[config.mk]
export PLATFORM = sky130hd
export DESIGN_NAME = uiw_top
export DESIGN_NICKNAME = d
export VERILOG_FILES = /design/src/rtl/uiw_pkg.sv /design/src/rtl/uiw_edge.sv /design/src/rtl/uiw_pulse.sv /design/src/rtl/uiw_top.sv
export SDC_FILE = /design/constraint.sdc
export NUM_CORES = 1
export LEC_CHECK = 0
export BUFFER_PORTS_ARGS = -buffer_cell sky130_fd_sc_hd__clkbuf_2
export CAP_MARGIN = 20
export CORE_ASPECT_RATIO = 0.5
export CORE_MARGIN = 4
export CORE_UTILIZATION = 44
export DETAILED_ROUTE_END_ITERATION = 10
export GPL_TIMING_DRIVEN = 1
export PLACE_DENSITY = 0.69
export SYNTH_ARGS = -nofsm -noshare
export SYNTH_HDL_FRONTEND = slang
export SYNTH_HIERARCHICAL = 1
export SYNTH_SLANG_ARGS = --single-unit
[constraint.sdc]
create_clock -name sys_clk -period 1.75 [get_ports sys_clk]
set_input_delay 0 -clock sys_clk [delete_from_list [all_inputs] [get_ports sys_clk]]
set_output_delay 0 -clock sys_clk [all_outputs]
set_load 0.01 [all_outputs]
[src/rtl/uiw_pkg.sv]
// Purpose: Shared constants and carriers for the serial port interrupt and wake-up block
// Assumes: One 25 MHz system clock
// Notes:   Wake settle time is a parameter default of the top module
package uiw_pkg;

  // ---------------------------------------------------------------
  // Timing
  // ---------------------------------------------------------------
  localparam int unsigned CLK_PERIOD_NS      = 40;
  localparam int unsigned WAKE_SETTLE_NS     = 2_000;
  localparam int unsigned WAKE_SETTLE_CYCLES =
    (WAKE_SETTLE_NS + CLK_PERIOD_NS - 1) / CLK_PERIOD_NS;
  localparam int unsigned PULSE_NS           = 40;
  localparam int unsigned PULSE_CYCLES       =
    ((PULSE_NS + CLK_PERIOD_NS - 1) / CLK_PERIOD_NS) < 1 ? 1 :
    ((PULSE_NS + CLK_PERIOD_NS - 1) / CLK_PERIOD_NS);

  // ---------------------------------------------------------------
  // Field positions and reset values
  // ---------------------------------------------------------------
  localparam int unsigned ADDR_BIT_NINE  = 8;
  localparam int unsigned ADDR_BIT_EIGHT = 7;
  localparam logic        IRQ_N_RESET    = 1'b1;
  localparam logic        PIN_RESET      = 1'b1;

  // Control bits from the second control register
  typedef struct packed {
    logic tx_empty_int_enable;
    logic tx_idle_int_enable;
    logic rx_int_enable;
    logic addr_detect_enable;
    logic pin_wake_enable;
    logic nine_bit_select;
    logic port_enable;
    logic receiver_enable;
  } uiw_ctrl_s;

  // Status flags from the status register
  typedef struct packed {
    logic tx_empty_flag;
    logic tx_idle_flag;
    logic rx_available_flag;
    logic overrun_flag;
  } uiw_flags_s;

  // Processor side enables
  typedef struct packed {
    logic global_int_enable;
    logic port_int_enable;
    logic stack_not_full;
  } uiw_cpu_s;

  typedef enum logic [1:0] {
    UIW_RUN    = 2'b00,
    UIW_ASLEEP = 2'b01,
    UIW_SETTLE = 2'b11
  } uiw_wake_e;

endpackage : uiw_pkg

[src/rtl/uiw_edge.sv]
// Purpose: Rising edge detector for a status flag
// Assumes: Input synchronous to sys_clk
// Notes:   Output is a one-cycle pulse
`timescale 1ns/1ns
module uiw_edge
  import uiw_pkg::*;
(
  // Clock and reset
  input  wire logic sys_clk,
  input  wire logic sys_rst,
  input  wire logic clk_en,
  // Level in, pulse out
  input  wire logic level_in,
  output logic      rise_pulse
);

  typedef struct packed {
    logic last;
    logic rise;
  } uiw_edge_s;

  uiw_edge_s state_reg;
  uiw_edge_s state_next;

  always_comb begin
    state_next      = state_reg;
    state_next.rise = 1'b0;
    if (clk_en) begin
      state_next.rise = level_in & ~state_reg.last;
      state_next.last = level_in;
    end
  end

  always_ff @(posedge sys_clk) begin
    if (sys_rst) begin
      state_reg <= '0;
    end else begin
      state_reg <= state_next;
    end
  end

  assign rise_pulse = state_reg.rise;

endmodule : uiw_edge

[src/rtl/uiw_pulse.sv]
// Purpose: Stretch a request into a low-going pulse of fixed width
// Assumes: Request is a one-cycle pulse
// Notes:   Requests during a pulse merge into it
`timescale 1ns/1ns
module uiw_pulse
  import uiw_pkg::*;
#(
  parameter int unsigned WIDTH = PULSE_CYCLES
)(
  // Clock and reset
  input  wire logic sys_clk,
  input  wire logic sys_rst,
  input  wire logic clk_en,
  // Request and pulse
  input  wire logic req,
  output logic      irq_n
);

  localparam int unsigned CW = $clog2(WIDTH + 1);

  typedef struct packed {
    logic [CW-1:0] count;
    logic          irq_n;
  } uiw_pulse_s;

  uiw_pulse_s state_reg;
  uiw_pulse_s state_next;

  always_comb begin
    state_next = state_reg;
    if (clk_en) begin
      if (req) begin
        state_next.count = CW'(WIDTH - 1);
        state_next.irq_n = 1'b0;
      end else if (state_reg.count != '0) begin
        state_next.count = state_reg.count - 1'b1;
      end else begin
        state_next.irq_n = 1'b1;
      end
    end
  end

  always_ff @(posedge sys_clk) begin
    if (sys_rst) begin
      state_reg.count <= '0;
      state_reg.irq_n <= IRQ_N_RESET;
    end else begin
      state_reg <= state_next;
    end
  end

  assign irq_n = state_reg.irq_n;

endmodule : uiw_pulse

[src/rtl/uiw_top.sv]
// Purpose: Interrupt request and receive-pin wake-up logic of a serial port
// Assumes: Flags and received words come from the receiver and transmitter
// Notes:   module_clk_on low means the high-speed module clock is stopped
`timescale 1ns/1ns
module uiw_top
  import uiw_pkg::*;
#(
  parameter int unsigned SETTLE_CYCLES = WAKE_SETTLE_CYCLES,
  parameter int unsigned WORD_WIDTH    = 9
)(
  // Clock, reset, enable
  input  wire logic                  sys_clk,
  input  wire logic                  sys_rst,
  input  wire logic                  clk_en,
  // Module clock state
  input  wire logic                  module_clk_on,
  // Configuration
  input  wire uiw_ctrl_s             ctrl,
  input  wire logic                  parity_enable,
  input  wire uiw_cpu_s              cpu,
  // Status flags from the port
  input  wire uiw_flags_s            flags,
  input  wire logic [WORD_WIDTH-1:0] rx_word,
  // Serial pin
  input  wire logic                  serial_in_pin,
  // Interrupt and wake outputs
  output logic                       irq_n,
  output logic                       vector_take,
  output logic                       wake_event,
  output logic                       port_run,
  output logic                       rx_pin_gated,
  output logic                       addr_word,
  output logic                       mode_conflict
);

  localparam int unsigned SW = $clog2(SETTLE_CYCLES + 1);

  // ---------------------------------------------------------------
  // State
  // ---------------------------------------------------------------
  typedef struct packed {
    uiw_wake_e     wake;
    logic [SW-1:0] settle;
    logic          pin_last;
    logic          wake_pend;
    logic          req;
    logic          vector;
    logic          wake_evt;
    logic          run;
    logic          rx_gated;
    logic          addr;
    logic          conflict;
  } uiw_top_s;

  uiw_top_s state_reg;
  uiw_top_s state_next;

  logic rise_empty;
  logic rise_idle;
  logic rise_avail;
  logic rise_over;
  logic irq_pulse_n;

  // Top received bit by word size
  function automatic logic top_bit(input logic [WORD_WIDTH-1:0] w, input logic nine);
    top_bit = nine ? w[ADDR_BIT_NINE] : w[ADDR_BIT_EIGHT];
  endfunction : top_bit

  // ---------------------------------------------------------------
  // Flag edge detectors
  // ---------------------------------------------------------------
  // Edges freeze with the module clock; a flag that rises and falls again in power-down is never seen
  wire logic run_en = clk_en & module_clk_on;

  uiw_edge u_edge_empty (
    .sys_clk    (sys_clk),
    .sys_rst    (sys_rst),
    .clk_en     (run_en),
    .level_in   (flags.tx_empty_flag),
    .rise_pulse (rise_empty)
  );

  uiw_edge u_edge_idle (
    .sys_clk    (sys_clk),
    .sys_rst    (sys_rst),
    .clk_en     (run_en),
    .level_in   (flags.tx_idle_flag),
    .rise_pulse (rise_idle)
  );

  uiw_edge u_edge_avail (
    .sys_clk    (sys_clk),
    .sys_rst    (sys_rst),
    .clk_en     (run_en),
    .level_in   (flags.rx_available_flag),
    .rise_pulse (rise_avail)
  );

  uiw_edge u_edge_over (
    .sys_clk    (sys_clk),
    .sys_rst    (sys_rst),
    .clk_en     (run_en),
    .level_in   (flags.overrun_flag),
    .rise_pulse (rise_over)
  );

  // ---------------------------------------------------------------
  // Next state
  // ---------------------------------------------------------------
  logic is_addr;
  logic src_empty;
  logic src_idle;
  logic src_avail;
  logic src_over;
  logic src_addr;
  logic src_wake;
  logic any_src;
  logic cpu_ok;
  logic wake_armed;
  logic pin_fall;

  always_comb begin
    state_next = state_reg;
    is_addr    = top_bit(rx_word, ctrl.nine_bit_select);
    // Flags are inputs only; nothing here can set or clear them
    src_empty  = rise_empty & ctrl.tx_empty_int_enable;
    src_idle   = rise_idle & ctrl.tx_idle_int_enable;
    src_avail  = rise_avail & ctrl.rx_int_enable
                 & (~ctrl.addr_detect_enable | is_addr);
    src_over   = rise_over & ctrl.rx_int_enable;
    src_addr   = rise_avail & ctrl.addr_detect_enable & is_addr;
    src_wake   = 1'b0;
    cpu_ok     = cpu.global_int_enable & cpu.port_int_enable;
    wake_armed = ctrl.pin_wake_enable & ctrl.port_enable
                 & ctrl.receiver_enable & ctrl.rx_int_enable;
    pin_fall   = state_reg.pin_last & ~serial_in_pin;
    state_next.wake_evt = 1'b0;
    state_next.req      = 1'b0;
    state_next.vector   = 1'b0;
    if (clk_en) begin
      state_next.pin_last = serial_in_pin;
      case (state_reg.wake)
        UIW_RUN: begin
          state_next.run = module_clk_on;
          if (!module_clk_on) begin
            state_next.wake = UIW_ASLEEP;
          end
        end
        UIW_ASLEEP: begin
          state_next.run = 1'b0;
          if (wake_armed && pin_fall) begin
            state_next.wake_evt  = 1'b1;
            state_next.wake_pend = cpu_ok;
            state_next.rx_gated  = 1'b1;
            state_next.settle    = SW'(SETTLE_CYCLES);
            state_next.wake      = UIW_SETTLE;
          end else if (module_clk_on) begin
            state_next.wake = UIW_RUN;
          end
        end
        UIW_SETTLE: begin
          if (state_reg.settle != '0) begin
            state_next.settle = state_reg.settle - 1'b1;
          end else if (module_clk_on) begin
            src_wake             = state_reg.wake_pend;
            state_next.wake_pend = 1'b0;
            state_next.rx_gated  = 1'b0;
            state_next.run       = 1'b1;
            state_next.wake      = UIW_RUN;
          end
        end
        default: begin
          state_next.wake = UIW_RUN;
        end
      endcase
      // Only the available and address sources drop with the clock off; gated words are dropped
      if (!run_en || state_reg.rx_gated) begin
        src_avail = 1'b0;
        src_addr  = 1'b0;
      end
      any_src = src_empty | src_idle | src_avail | src_over
                | src_addr | src_wake;
      state_next.req      = any_src;
      // Vector follows the registered request so it meets the low pulse
      state_next.vector   = state_reg.req & cpu_ok & cpu.stack_not_full;
      state_next.addr     = ctrl.addr_detect_enable & is_addr;
      state_next.conflict = ctrl.addr_detect_enable & parity_enable;
    end else begin
      any_src = 1'b0;
    end
  end

  always_ff @(posedge sys_clk) begin
    if (sys_rst) begin
      state_reg          <= '0;
      state_reg.wake     <= UIW_RUN;
      state_reg.pin_last <= PIN_RESET;
    end else begin
      state_reg <= state_next;
    end
  end

  // ---------------------------------------------------------------
  // Request pulse
  // ---------------------------------------------------------------
  uiw_pulse u_pulse (
    .sys_clk (sys_clk),
    .sys_rst (sys_rst),
    .clk_en  (clk_en),
    .req     (state_reg.req),
    .irq_n   (irq_pulse_n)
  );

  // is kept by software; port_run tells when a transfer may stop
  assign irq_n         = irq_pulse_n;
  assign vector_take   = state_reg.vector;
  assign wake_event    = state_reg.wake_evt;
  assign port_run      = state_reg.run;
  assign rx_pin_gated  = state_reg.rx_gated;
  assign addr_word     = state_reg.addr;
  assign mode_conflict = state_reg.conflict;

endmodule : uiw_top

== Word level (Yosys, flattened, before mapping) ==
Index checks and enable logic that the tools add are counted.
Storage, ports and cells
  bits in registers: 27
  bits of input ports: 30
  output and inout bits: 7
  word-level logic and storage cells: 112
Operators by class
  add/subtract/negate cells: 2
  equality and inequality tests: 8
  multiplexer cells: 30
  bitwise logic cells: 36
  reductions and logical operators: 15
Operator list (count)
  $and 1x1->1: 21
  $mux 1: 16
  $mux 2: 7
  $mux 6: 2
  $ne 2x2->1 const B: 6
  $pmux 6 s2: 1
  $not 1->1: 9
  $reduce_and 4->1: 2
  $or 1x1->1: 6
  $pmux 2 s3: 1
  $reduce_bool 6->1: 1
  $sub 6x1->6 const B: 1
  $reduce_and 5->1: 1
  $pmux 1 s2: 2
  $reduce_or 2->1: 2
  $pmux 1 s3: 1
  $reduce_and 3->1: 1
  $reduce_bool 3->1: 1
  $reduce_or 3->1: 1
  $eq 2x1->1 const B: 1
  $eq 2x2->1 const B: 1
  $logic_not 2->1: 1
  $reduce_and 2->1: 1
  $reduce_bool 2->1: 1
  4 further kinds: 4

== Logic depth before layout (Yosys ltp) ==
  word-level depth: 9
  depth in mapped cells: 6
  depth with buffers taken out: 6

== Modules after synthesis ==
The synthesis kept the hierarchy.
By module, submodules not included
  uiw_top: times used 1, cells each 105, area an instance 872.1 um^2, seq. area each 340.3 um^2
  uiw_edge: times used 4, cells each 5, area an instance 66.3 um^2, seq. area each 40.0 um^2
  uiw_pulse: times used 1, cells each 4, area an instance 37.5 um^2, seq. area each 20.0 um^2

== Worst setup path before layout ==
Ideal clock, no wire load.
  kind: reg-to-reg
  from: register state_reg[11] (netlist name)
  to: register state_reg[7] (netlist name)
  setup time: 0.121 ns
  arrival: 1.532 ns
  data required time: 1.629 ns
  path slack: 0.097 ns
  cell stages (with the launch flop): 5
  path buffers: 0
  clock period less this slack: 1.653 ns
  cell sequence: dfxtp_1 > nor4_1 > nand4_1 > a21oi_1 > mux2_2
On the way
  cells in the longest elaborated chain, start to end: 3
Ends and longest elaborated chain
  from (decl): line uiw_top.sv:55  | uiw_top_s state_reg;
  from (signal assigned): line uiw_top.sv:199  | state_reg <= state_next;
  $reduce_bool 6->1: line uiw_top.sv:162  | if (state_reg.settle != '0) begin
  $ne 2x2->1 (no source line)
  $reduce_and 5->1 (no source line)
Every way passes these cells.
A chain may end at the register's enable or synchronous reset.

== Final worst setup path ==
  from: register state_reg[11] (netlist name)
  to: register state_reg[14] (netlist name)
On the way
  cells in the longest elaborated chain, start to end: 3
  elaborated cells between the ends (all ways): 6
  classes of those cells: add/sub: 1; eq/ne: 1; mux: 2; reduce/logical: 2
Ends and longest elaborated chain (line)
  $sub 6x1->6 / $reduce_bool 6->1 (equally long branches): uiw_top.sv:163, uiw_top.sv:162
  $mux 6 / $ne 2x2->1 (equally long branches)
  $pmux 6 s2 / $reduce_and 4->1 (equally long branches)
Parallel ways exist; a longest one is shown, timed or not. The select of a mux whose other input is x is not followed.

==> metrics.txt <==
status finished clean; Root Driver clkbuf_8; worst min-delay path category input pin to register; TritonCTS Buffers 3; largest family of logic cells by synthesized area simple AND/OR/NAND/NOR gates; final setup fails 0; Post-Place Cell Area about 0.0014 sq mm; H-tree depth 1; Area Overhead vs Synth 31.1%; post-synthesis sequential area ratio 0.443; Reg area between 500 and 600 sq um; average routed wire per standard cell around 13 um; Fill cells about 220; CP max FO 5; Mean Syn Cell Area approximately 9.1 sq um; GRT Util Overall 0.160; Die ar. 0.00361 sq mm; Max clock buf depth 2; Tcrit/Tclk final 0.961; Synth cell types 41; Largest register FFs 11; reg-to-reg slack, setup around 0.067 ns; Synth top area share 0.443; number of DRC markers in iteration 0 between 50 and 60; Critical Path RT approximately 2 ns; routability congestion estimate 0.794; Worst Hold Depth 3; Crit. End Element register; Core Region about 0.0024 sq mm; Post-synth EDFFs 0; Antenna diodes 0; kind of start point of the critical path register; clock latency on the worst-skew pair 0.27 ns; Clock Sink Count 26; fmax 594 MHz; Compound-Gate Fraction of Synth Area 0.164; post-route ant nets 0; kind of critical path register to register; Post-Route WL 2620 um; Adder-Cell Fraction of Synth Area 0.0213; # IOs 37; post-route cell area around 0.0015 sq mm; Die Height approximately 45 um; mux cell area share after synthesis 0.0703; placed insts ~190; area of the multi-input gates around 630 sq um; peak supply drop 0.000439 V; unrepaired setup endpoints after global routing true; Hold WS roughly 0.015 ns; MaxCap Viol Count 0; largest cells by area after synthesis dfxtp_1, mux2i_1, and4bb_1; Synth Area in XOR/XNOR 0; Slew headroom 0.676; CP arrival between 1.5 and 2 ns; Setup TNS 0 ns; top-count cell post-synth dfxtp_1; Worst-path clk slew around 0.09 ns; post-DP HPWL between 1500 and 2000 um; fin. max-slew vios 0; vias in the first global route 1000; DRC 0; top_reg_cell synth dfxtp_1; Post-Synthesis Cells about 130; Vias/cell about 5.2; minimum clock period roughly 1.7 ns; CTS tree yes; Final Hold Vio Count 0; Synth area leader dfxtp_1; grt ovf 0; pwr dens ~820 mW/mm^2; number of buffers added on ports 29; num rows 12; Mapped Area 0.00117 sq mm; post-synthesis register bit count 26; Commonest cells post-synth dfxtp_1, nand2_1, a21oi_1, inv_1, nor2_1; initial antenna violation count 0; router iterations before antenna repair 4; simple-gate area share of the yosys netlist 0.263; Layout Cells excl Fill roughly 200; leakage power between 0.0006 and 0.0007 uW; first-pass GRT wire length roughly 4400 um; Syn Nets about 160; Final Skew 0.00466 ns; starting density of the core 0.495; Worst-Margin Slew around 0.49 ns; Layout Nets between 200 and 250; Die Wd 81.1 um; async set or reset register ratio after synthesis 0; largest net degree at the start of global routing 26; layout cells sized above 1 0.260; Vias approximately 1100; r2r worst-path depth 4; Synthesis Warnings 6
-- power by group --
part	total [uW]	switching (uW)	internal (uW)
combinational	141	69.3	72.0
sequential	620	10.7	609
clock	504	197	306
total	1260	277	987
-- cell families after synthesis --
family	Yosys count
adders and majority gates	2
and+or+nand+nor	52
buffers and inverters	12
AOI/OAI and AO/OA	29
DFF	26
muxes	8
-- through the flow --
stage                     setup WS [ns]  power, uW  utilization
after floorplan                  0.0973        701            -
after global placement           0.0908        757        0.578
after detailed placement         0.0806        759        0.578
after CTS                        0.0489       1270        0.642
after global routing            -0.0199       1320        0.649
final                            0.0674       1260        0.649
-- cell type report --
cell class                 count  area share
inverter                       8      0.0195
timing repair buffer          40       0.161
clock buffer                   3      0.0268
multi-input combinational     91       0.406
sequential                    26       0.339
clock inverter                 1      0.0195
tap                           35      0.0284
-- worst max-delay path, stage by stage, from the launching register on --
cell and delay (ns):
dfxtp_2 0.35, or3_4 0.39, or4_4 0.41, or3_1 0.31, a31oi_1 0.15
-- metal layers --
layer  wire length, um  share of wire  up-vias  GRT usage
li1                  -              -      561          -
met1              1240           0.47      485      0.202
met2              1220           0.46       23      0.272
met3               168          0.064        0     0.0589
met4                 0              0        0     0.0202
met5                 0              0        -          0
-- worst paths after layout --
check,from,end
max,state_reg[11],state_reg[14]
min reg2reg,mode_conflict,mode_conflict
min,ctrl[4],mode_conflict
max reg2reg,state_reg[11],state_reg[14]
-- cells in the final DEF, fill, tap and decap left out, types with 3 or more instances in the layout --
| master | netlist | layout |
|---|---|---|
| a21oi_1 | 8 | 8 |
| clkbuf_2 | 0 | 29 |
| o21ai_0 | 4 | 4 |
| a31oi_1 | 4 | 4 |
| buf_4 | 0 | 3 |
| dlygate4sd3_1 | 0 | 8 |
| and3_1 | 3 | 3 |
| nor2_1 | 8 | 8 |
| inv_1 | 8 | 8 |
| and4bb_1 | 4 | 4 |
| nand2_1 | 10 | 10 |
| clkbuf_8 | 0 | 3 |
| nand4_1 | 3 | 3 |
| nand3_1 | 5 | 5 |
| mux2i_1 | 6 | 6 |
| dfxtp_1 | 26 | 25 |
-- timing repair --
action                                  in CTS  in global routing
buffers inserted                             0                  0
endpoints found under the hold margin        7                  0
hold buffers                                 8                  0
endpoints found under the setup margin       0                  3
resized for setup                            0                  4
Power figures use the tool's default switching activity.
